## config.mk

```make
export PLATFORM = sky130hd
export DESIGN_NAME = prw_window_regs
export DESIGN_NICKNAME = d
export VERILOG_FILES = /design/src/logic/prw_pkg.sv /design/src/logic/prw_rd_mux.sv /design/src/logic/prw_win_match.sv /design/src/logic/prw_window_regs.sv
export SDC_FILE = /design/constraint.sdc
export NUM_CORES = 1
export LEC_CHECK = 0
export BUFFER_PORTS_ARGS = -buffer_cell sky130_fd_sc_hd__buf_2
export CAP_MARGIN = 20
export CORE_MARGIN = 4
export CORE_UTILIZATION = 45
export CTS_CLUSTER_SIZE = 25
export DETAILED_ROUTE_END_ITERATION = 6
export GPL_TIMING_DRIVEN = 0
export HOLD_SLACK_MARGIN = 0.06
export PLACE_DENSITY = 0.66
export SYNTH_ARGS = -nofsm -noshare
export SYNTH_HDL_FRONTEND = slang
export SYNTH_HIERARCHICAL = 1
export SYNTH_SLANG_ARGS = --single-unit
```

## constraint.sdc

```tcl
create_clock -name clk -period 3 [get_ports clk]
set_input_delay 0.3 -clock clk [delete_from_list [all_inputs] [get_ports clk]]
set_output_delay 0.3 -clock clk [all_outputs]
set_load 0.01 [all_outputs]
```

## src/logic/prw_pkg.sv

```systemverilog
package prw_pkg;

    localparam int NUM_WIN = 6;

    // byte offsets of the window registers
    localparam logic [11:0] OFF_C0_LMMIO_START = 12'h008;
    localparam logic [11:0] OFF_C0_LMMIO_END = 12'h00c;
    localparam logic [11:0] OFF_C0_CFG_START = 12'h020;
    localparam logic [11:0] OFF_C0_CFG_END = 12'h024;
    localparam logic [11:0] OFF_C0_E2_START = 12'h028;
    localparam logic [11:0] OFF_C0_E2_END = 12'h02c;
    localparam logic [11:0] OFF_C0_E2_FINE = 12'h030;
    localparam logic [11:0] OFF_C1_E1_START = 12'h100;
    localparam logic [11:0] OFF_C1_E1_END = 12'h104;
    localparam logic [11:0] OFF_C1_LMMIO_START = 12'h108;
    localparam logic [11:0] OFF_C1_LMMIO_END = 12'h10c;
    localparam logic [11:0] OFF_C1_HMMIO_START = 12'h110;
    localparam logic [11:0] OFF_C1_HMMIO_END = 12'h114;

    // window indices
    localparam logic [2:0] WIN_C0_LMMIO = 3'h0;
    localparam logic [2:0] WIN_C0_CFG = 3'h1;
    localparam logic [2:0] WIN_C0_E2 = 3'h2;
    localparam logic [2:0] WIN_C1_E1 = 3'h3;
    localparam logic [2:0] WIN_C1_LMMIO = 3'h4;
    localparam logic [2:0] WIN_C1_HMMIO = 3'h5;

    // field positions
    localparam int START_OPEN_BIT = 29;
    localparam int START_BASE_MSB = 28;
    localparam int START_BASE_LSB = 1;
    localparam int START_VALID_BIT = 0;
    localparam int END_LIMIT_MSB = 27;
    localparam int FINE_START_MSB = 9;
    localparam int FINE_START_LSB = 5;
    localparam int FINE_END_MSB = 4;
    localparam int FINE_END_LSB = 0;

    // reset values
    localparam logic [29:0] START_RST = 30'h0;
    localparam logic [27:0] END_RST = 28'h0;
    localparam logic [9:0] FINE_RST = 10'h0;

    typedef struct packed {
        logic open;           // 1: non-secure window, passes all
        logic [27:0] base;    // start address bits 47..20
        logic valid;
    } prw_start_t;

    typedef struct packed {
        prw_start_t start;
        logic [27:0] limit;   // end address bits 47..20
    } prw_win_t;

    typedef struct packed {
        logic [4:0] startFine; // ecam2 start bits 19..15
        logic [4:0] endFine;   // ecam2 end bits 19..15
    } prw_fine_t;

    typedef struct packed {
        logic wr;
        logic rd;
        logic [11:0] addr;
        logic [31:0] wdata;
    } prw_bus_req_t;

    typedef struct packed {
        logic valid;
        logic [47:0] addr;
        logic secure;
    } prw_look_req_t;

    typedef struct packed {
        logic valid;
        logic [NUM_WIN-1:0] hit;
        logic [NUM_WIN-1:0] blocked;
        logic allowed;
    } prw_look_rsp_t;

    typedef enum logic [1:0] {KIND_NONE, KIND_START, KIND_END, KIND_FINE}
        prw_kind_t;

    typedef struct packed {
        prw_kind_t kind;
        logic [2:0] idx;
    } prw_dec_t;

    function automatic prw_dec_t prw_decode(logic [11:0] addr);
        prw_dec_t r;
        r.kind = KIND_NONE;
        r.idx = 3'h0;
        case (addr)
            OFF_C0_LMMIO_START: r = '{KIND_START, WIN_C0_LMMIO};
            OFF_C0_LMMIO_END: r = '{KIND_END, WIN_C0_LMMIO};
            OFF_C0_CFG_START: r = '{KIND_START, WIN_C0_CFG};
            OFF_C0_CFG_END: r = '{KIND_END, WIN_C0_CFG};
            OFF_C0_E2_START: r = '{KIND_START, WIN_C0_E2};
            OFF_C0_E2_END: r = '{KIND_END, WIN_C0_E2};
            OFF_C0_E2_FINE: r = '{KIND_FINE, WIN_C0_E2};
            OFF_C1_E1_START: r = '{KIND_START, WIN_C1_E1};
            OFF_C1_E1_END: r = '{KIND_END, WIN_C1_E1};
            OFF_C1_LMMIO_START: r = '{KIND_START, WIN_C1_LMMIO};
            OFF_C1_LMMIO_END: r = '{KIND_END, WIN_C1_LMMIO};
            OFF_C1_HMMIO_START: r = '{KIND_START, WIN_C1_HMMIO};
            OFF_C1_HMMIO_END: r = '{KIND_END, WIN_C1_HMMIO};
            default: r = '{KIND_NONE, 3'h0};
        endcase
        return r;
    endfunction : prw_decode

endpackage : prw_pkg

```

## src/logic/prw_rd_mux.sv

```systemverilog
`timescale 1ns/100ps
module prw_rd_mux import prw_pkg::*; (
    input wire prw_win_t [NUM_WIN-1:0] wins, // programmed windows
    input wire prw_fine_t fine,              // ecam2 fine bounds
    input wire logic [11:0] addr,            // register byte address
    output logic [31:0] data                 // read value, zero if unmapped
);
    prw_dec_t dec;

    always_comb begin
        dec = prw_decode(addr);
        data = 32'h0;
        case (dec.kind)
            KIND_START: data = {2'h0, wins[dec.idx].start};
            KIND_END: data = {4'h0, wins[dec.idx].limit};
            KIND_FINE: data = {22'h0, fine};
            default: data = 32'h0;
        endcase
    end

endmodule : prw_rd_mux

```

## src/logic/prw_win_match.sv

```systemverilog
`timescale 1ns/100ps
module prw_win_match import prw_pkg::*; (
    input wire prw_win_t win,          // one window's registers
    input wire logic useFine,          // take bits 19..15 from fine bounds
    input wire prw_fine_t fine,        // fine bounds
    input wire logic [47:0] addr,      // address under test
    input wire logic secure,           // access is secure
    output logic hit,                  // address lies in a valid window
    output logic blocked               // hit but refused for security
);
    logic [47:0] lo;
    logic [47:0] hi;

    always_comb begin
        // the end is inclusive up to the last byte of its granule
        lo = {win.start.base, useFine ? fine.startFine : 5'h00, 15'h0000};
        hi = {win.limit, useFine ? fine.endFine : 5'h1f, 15'h7fff};
        hit = win.start.valid && addr >= lo && addr <= hi;
        blocked = hit && !win.start.open && !secure;
    end

endmodule : prw_win_match

```

## src/logic/prw_window_regs.sv

```systemverilog
// Contract
// A start register's bit 29 set opens the window to all accesses; clear passes only secure ones.
// Start register bits 28..1 hold start address bits 47..20, read/write, reset zero.
// Start register bit 0 marks the window valid and resets to zero.
// End register bits 27..0 hold end address bits 47..20, read/write.
// Reserved upper bits read as zero and ignore writes.
// Fine-bounds bits 9..5 give the ecam2 start address bits 19..15, reset zero.
// Fine-bounds bits 4..0 give the ecam2 end address bits 19..15, reset zero.
// The ecam2 bounds join coarse bits 47..20 with fine bits 19..15.
// Every register of the bank is always present.
// The second controller has its own window set, apart from the first.
// The first controller's low mmio start register sits at 0x008 with the start layout.
// An address hits only a valid window between start and end inclusive, secure windows refuse non-secure access.
//
// Added by the designer: the address-and-strobe port.
`timescale 1ns/100ps
module prw_window_regs import prw_pkg::*; (
    input wire logic clk,                 // 200 MHz clock
    input wire logic nrst,                // async reset, active low
    input wire prw_bus_req_t busReq,      // register port request
    output logic [31:0] rdData,           // read data, cycle after read
    input wire prw_look_req_t lookReq,    // address check request
    output prw_look_rsp_t lookRsp,        // address check answer
    output prw_win_t [NUM_WIN-1:0] winCfg, // programmed windows
    output prw_fine_t fineCfg             // ecam2 fine bounds
);

    typedef struct packed {
        prw_win_t [NUM_WIN-1:0] win;
        prw_fine_t fine;
        logic [31:0] rdData;
        prw_look_rsp_t rsp;
    } prw_state_t;

    prw_state_t state_q;
    prw_state_t state_d;
    prw_dec_t wrDec;
    logic [31:0] muxData;
    logic [NUM_WIN-1:0] hitNow;
    logic [NUM_WIN-1:0] blockNow;

    prw_rd_mux u_rd_mux (
        .wins(state_q.win),
        .fine(state_q.fine),
        .addr(busReq.addr),
        .data(muxData)
    );

    // one matcher per window; only the ecam2 window uses fine bounds
    for (genvar i = 0; i < NUM_WIN; i++) begin : g_match
        prw_win_match u_match (
            .win(state_q.win[i]),
            .useFine(3'(i) == WIN_C0_E2),
            .fine(state_q.fine),
            .addr(lookReq.addr),
            .secure(lookReq.secure),
            .hit(hitNow[i]),
            .blocked(blockNow[i])
        );
    end

    always_comb begin
        state_d = state_q;
        wrDec = prw_decode(busReq.addr);
        // all windows are fixed hardware, none can be configured away
        if (busReq.wr) begin
            case (wrDec.kind)
                KIND_START: begin
                    // bits 31..30 are dropped here
                    state_d.win[wrDec.idx].start =
                        busReq.wdata[START_OPEN_BIT:START_VALID_BIT];
                end
                KIND_END: begin
                    state_d.win[wrDec.idx].limit =
                        busReq.wdata[END_LIMIT_MSB:0];
                end
                KIND_FINE: begin
                    state_d.fine.startFine =
                        busReq.wdata[FINE_START_MSB:FINE_START_LSB];
                    state_d.fine.endFine =
                        busReq.wdata[FINE_END_MSB:FINE_END_LSB];
                end
                default: begin
                end
            endcase
        end
        // data stand for one cycle only, zero otherwise
        state_d.rdData = busReq.rd ? muxData : 32'h0;
        // answers use the registers as they stood in the request cycle
        state_d.rsp.valid = lookReq.valid;
        state_d.rsp.hit = lookReq.valid ? hitNow : '0;
        state_d.rsp.blocked = lookReq.valid ? blockNow : '0;
        state_d.rsp.allowed = lookReq.valid && |(hitNow & ~blockNow);
    end

    always_ff @(posedge clk or negedge nrst) begin
        if (!nrst) begin
            for (int i = 0; i < NUM_WIN; i++) begin
                state_q.win[i].start <= START_RST;
                state_q.win[i].limit <= END_RST;
            end
            state_q.fine <= FINE_RST;
            state_q.rdData <= 32'h0;
            state_q.rsp <= '0;
        end else begin
            state_q <= state_d;
        end
    end

    assign rdData = state_q.rdData;
    assign lookRsp = state_q.rsp;
    assign winCfg = state_q.win;
    assign fineCfg = state_q.fine;
endmodule : prw_window_regs

```

[Yosys cells after proc, flatten, opt, wreduce, memory -nomap -nowiden]
Cells that the tools add are included.
Storage, ports and cells
  bits of input ports: 98
  bits in registers: 404
  output and inout bits: 404
  logic and storage cells: 114
Operators by class
  reduce and logical (&&, ||, !) cells: 37
  bitwise operators: 2
  eq/ne operators: 16
  mux-type cells: 14
  $lt $le $gt $ge: 14
Operator list (count)
  348-bit bitwise mux: 2
  348-bit one-hot mux with 2 select lines: 1
  58-bit demux with 3-bit select: 2
  48-bit greater-or-equal comparator: 6
  48-bit <= comparator: 6
  58-bit binary-select mux with 3-bit select: 1
  58-bit 2-to-1 mux: 2
  30-bit one-hot mux with 3 select lines: 1
  12-bit by 9-bit == test with 1-bit output (second input constant): 6
  5-bit one-hot mux with 13 select lines: 1
  12-bit by 6-bit == test with 1-bit output (second input constant): 5
  32-bit 2-to-1 mux: 1
  28-bit 2-to-1 mux: 1
  1-bit logical AND: 26
  12-bit by 4-bit == test with 1-bit output (second input constant): 2
  6-bit 2-to-1 mux: 2
  1-bit zero test: 7
  6-bit bitwise AND: 1
  6-bit NOT: 1
  6-bit OR reduction: 1
  2-bit == test (second input constant): 2
  3-bit by 4-bit less-than comparator with 1-bit output (second input constant): 1
  2-bit AND reduction: 2
  3-bit by 1-bit greater-or-equal comparator with 1-bit output (second input constant): 1
  2 further kinds: 2

[Longest topological paths before layout]
  depth in word-level cells: 9
  gate-level depth with buffers: 13
  mapped depth without buffers: 11

[Cells and area by module]
The synthesis kept the hierarchy.
Modules (own cells, without submodules)
  prw_window_regs: area an instance 15144.5 um^2, cells an instance 936, times used 1, seq. area each 10109.7 um^2
  prw_win_match (g_match[0].u_match ...): area an instance 1784.2 um^2, cells an instance 247, times used 4, seq. area each 0.0 um^2
  prw_win_match (g_match[2].u_match ...): area an instance 1771.7 um^2, cells an instance 248, times used 2, seq. area each 0.0 um^2
  prw_rd_mux: area an instance 3295.7 um^2, cells an instance 484, times used 1, seq. area each 0.0 um^2

[Worst setup path after synthesis]
Ideal clock, no wire load.
  path type: input -> register
  start: input port busReq[35] (netlist bit)
  end: register winCfg[65] (netlist name)
  setup time: 125 ps
  arrival: 2681 ps
  stages on the path: 9
  setup slack: 194 ps
  path buffers: 2
  data required time: 2875 ps
  path through: clkbuf_1 > o21ai_0 > o32a_1 > nor3_1 > ha_1 > nand3_1 > nor3_2 > buf_4 > mux2_2
Between the ends
  cells in the longest elaborated chain, start to end: 8
  elaborated cells on any way between the ends: 27
  those cells by class: order compare (2); eq/ne (15); mux (7); reduce/logical (3)
RTL lines
  start, declared: line prw_window_regs.sv:20  | input wire prw_bus_req_t busReq,
  12-bit by 9-bit == test with 1-bit output (tied with other cells): line prw_pkg.sv:92  | case (addr)
  5-bit one-hot mux with 13 select lines (*): line prw_pkg.sv:92
  3-bit by 4-bit less-than comparator with 1-bit output (implied by the code) or 3-bit by 1-bit greater-or-equal comparator with 1-bit output (tied branches): line prw_window_regs.sv:74  | state_d.win[wrDec.idx].limit =
  1-bit logical AND (implied by the code): line prw_window_regs.sv:74
  28-bit 2-to-1 mux (implied by the code): line prw_window_regs.sv:74
  58-bit demux with 3-bit select: line prw_window_regs.sv:74
  348-bit bitwise mux: line prw_window_regs.sv:74
  348-bit one-hot mux with 2 select lines: line prw_window_regs.sv:67  | case (wrDec.kind)
Mark *: on every way between the ends. The rest lies on a longest branch, timed or not.
A chain may end at the register's enable or synchronous reset.

==> impl_metrics.toml <==
[outcome]
status = "finished, violations left"
violations = "design-rule violations, negative setup slack"

[timing]
hold_violations = 0
slew_headroom = 0.168
fmax_mhz = 315
period_share = 1.06
worst_slack_ns = -0.174
drv_slew = 0
setup_viol = 5
rsz0062_at_grt = "true"
worstMarginPinSlew_ns = 1.25
skew_ns = 0.0287
min_period_ns = 3.17

[yosys]
ys_warn_count = 6
synth_seq_cells = 404
synth_area_um2 = 29100
ys_dominant_reg_cell = "dfrtp_1"
synth.avg_cell_area_um2 = 10.0
async_flop_share = 1.00
synth_edf_count = 0
synth_cell_type_count = 86
seq_area_frac_synth = 0.347
syn_inst = 2904

[global_route]
grt-ovfl-total = 0
grt_max_degree = 106
grt_pass1_wl_um = 184000
antenna_found_initial = 8
grt_usage = 0.362
grt_pass1_vias = 25700

[clock_network]
clk_latency_ns = 0.62
cts_tree = "built"
cts.sinks = 404
clkTransAtPathRegs_ns = 0.06
cts_made_buffers = 47
cts-root-buf = "clkbuf_16"
cts.path.max_buffers = 3
htree_levels = 2

[setup_path]
r2r_start = "winCfg[157]$_DFFE_PN0P_"
reg2reg_depth = 9
reg2reg_slack_ns = -0.17
worstSetupEndpointType = "register"
crit_start = "winCfg[157]$_DFFE_PN0P_"
cp_max_fo = 4
path_class = "reg2reg"
critPathLaunchType = "register"
arrival_ns = 3.67
critPathRequiredTime_ns = 3.49
crit_path_end = "lookRsp[0]$_DFF_PN0_"
r2r-end = "lookRsp[0]$_DFF_PN0_"

[power_and_ir_drop]
power_density_nw_per_um2 = 375
p_leak_nw = 17.0
peakVddDrop_mv = 0.364

[run]
drv_cap = 0

[placed_design]
dp_worst_setup_slack_ns = -0.891
place_area_um2 = 32800
globalplace.congestion = 1.01
dp_hpwl_um = 97800
io_buffers = 496

[floorplanning]
fp.dieW_um = 262
num_rows = 92
die_height_um = 262
core_um2 = 63500
start_util = 0.458
die-area_um2 = 68800
ios = 502

[layout]
fillers = 5872
fin_nets = 4000
seqCellArea_um2 = 10100
layout-drive-gt1-share = 0.311
area_growth_pct = 20.7
multi_input_area_um2 = 17300
fin_util = 0.553
final_area_um2 = 35200

[drt]
drt-total-wl_um = 130000
post_drt_wl_per_cell_um = 29.6
num_vias = 26900
post-route-drc-count = 2
dr.pass1.iters = 7
first_iter_violations = 3071
ant_nets = 0
via_per_inst = 6.13

[min_path]
hold_path_class = "in2reg"
[state kept, by name, indices dropped and copies added, names as in the netlist]
signal   cells
winCfg     348
lookRsp     14
fineCfg     10
rdData      32
[what timing repair did]
action	4_1_cts	5_1_grt
setup buffers	9	3
setup endpoints to repair	173	123
pin swaps	3	3
hold endpoints to repair	182	0
resized for setup	22	31
hold buffers	33	0
[worst min-delay path by stage]
stage           startpoint                endpoint  slack (ns)  depth (start not counted)
3_3_place_gp   lookReq[49]   lookRsp[13]$_DFF_PN0_        0.46                          1
5_1_grt         lookReq[0]    lookRsp[1]$_DFF_PN0_        0.13                          3
4_1_cts         lookReq[0]    lookRsp[6]$_DFF_PN0_         0.1                          3
6_report        lookReq[0]    lookRsp[6]$_DFF_PN0_        0.12                          3
3_5_place_dp          nrst     rdData[8]$_DFF_PN0_        0.42                          1
2_1_floorplan         nrst  fineCfg[0]$_DFFE_PN0P_       0.004                          0
[cell usage in the layout, fill, tap and decap left out, types with 15 or more instances in the layout]
cell	instances
nand3_1	52
nor2b_1	37
a21oi_1	186
a211o_1	15
clkbuf_1	72
nor2_1	37
o22ai_1	22
inv_1	369
and2_1	53
nand2_1	280
o221ai_1	16
nand4_1	110
a21o_1	32
ha_1	398
nor4_2	19
dlygate4sd3_1	33
buf_4	22
o21ai_0	49
nor4_1	20
mux2_2	354
clkbuf_16	49
and4_1	15
mux4_2	17
dfrtp_1	404
buf_2	520
mux2i_1	52
[metal layers]
metal  track usage  vias to the layer above  wire (um)
li1              -                    11700          -
met3         0.116                      447      16000
met4         0.185                        6       8700
met2         0.545                     1726      55300
met1         0.468                    13100      50100
met5             0                        -         34
[layout make-up]
| type | count | share of cell area |
|---|---|---|
| Buffer | 124 | 0.0195 |
| Timing Repair Buffer | 546 | 0.0861 |
| Multi-Input combinational cell | 2012 | 0.491 |
| Clock inverter | 21 | 0.00801 |
| Inverter | 369 | 0.0394 |
| Clock buffer | 62 | 0.0377 |
| Tap cell | 846 | 0.0301 |
| Antenna cell | 5 | 0.000356 |
| Sequential cell | 404 | 0.288 |
[Yosys cell counts, types with 16 or more instances]
master / number / share of area
nor4_2: 16 / 0.0069
o22ai_1: 22 / 0.0047
o21ai_0: 49 / 0.0084
a21oi_1: 187 / 0.032
and2_1: 53 / 0.011
dfrtp_1: 404 / 0.35
mux2_2: 354 / 0.14
nor4_1: 27 / 0.0058
mux4_2: 17 / 0.013
o221ai_1: 20 / 0.0060
nand3_1: 52 / 0.0089
a31oi_1: 17 / 0.0037
nand4_1: 110 / 0.024
a21o_1: 32 / 0.0082
mux2i_1: 52 / 0.018
inv_1: 369 / 0.048
buf_2: 28 / 0.0048
clkbuf_1: 68 / 0.0088
nor2_1: 37 / 0.0048
nand2_1: 280 / 0.036
nor2b_1: 37 / 0.0079
ha_1: 398 / 0.17
[through the flow]
stage	std cells	setup TNS, ns	hold slack [ns]	power, mW
after floorplan	2909	0	0.00441	6.34
after global placement	4251	-2956.39	0.462	7.01
after detailed placement	4256	-206.64	0.417	7.05
after CTS	4381	-0.201	0.0986	13.2
after global routing	4386	-0.169	0.135	13.6
final	4389	-0.375	0.120	13.2
[power by group]
group	switching, mW	total, mW	leakage (nW)	internal [mW]
sequential	0.0355	5.51	5.64	5.47
clock	2.50	6.13	0.772	3.62
combinational	1.02	1.56	10.6	0.540
[cell families (layout without fill, tap and decap cells)]
logic type	count (synthesis)	in the layout	share of synthesized area
fa+ha+maj	398	398	0.171
xor+xnor	2	2	0.000602
compound gates	480	480	0.111
buf+inv	493	1122	0.0706
simple gates	695	695	0.129
mux	429	429	0.170
other cells	3	13	0.000387
flops	404	404	0.347
[worst max-delay path, cell delays in order, from the launching register on]
cell and delay (ns):
dfrtp_1 0.46, inv_1 0.08, ha_1 0.30, nand4_1 0.39, nor4_2 0.69, o311a_1 0.33, o41ai_2 0.11, a211oi_2 0.26
o22ai_1 0.12, o31a_1 0.31
(Power assumes the default switching activity.)
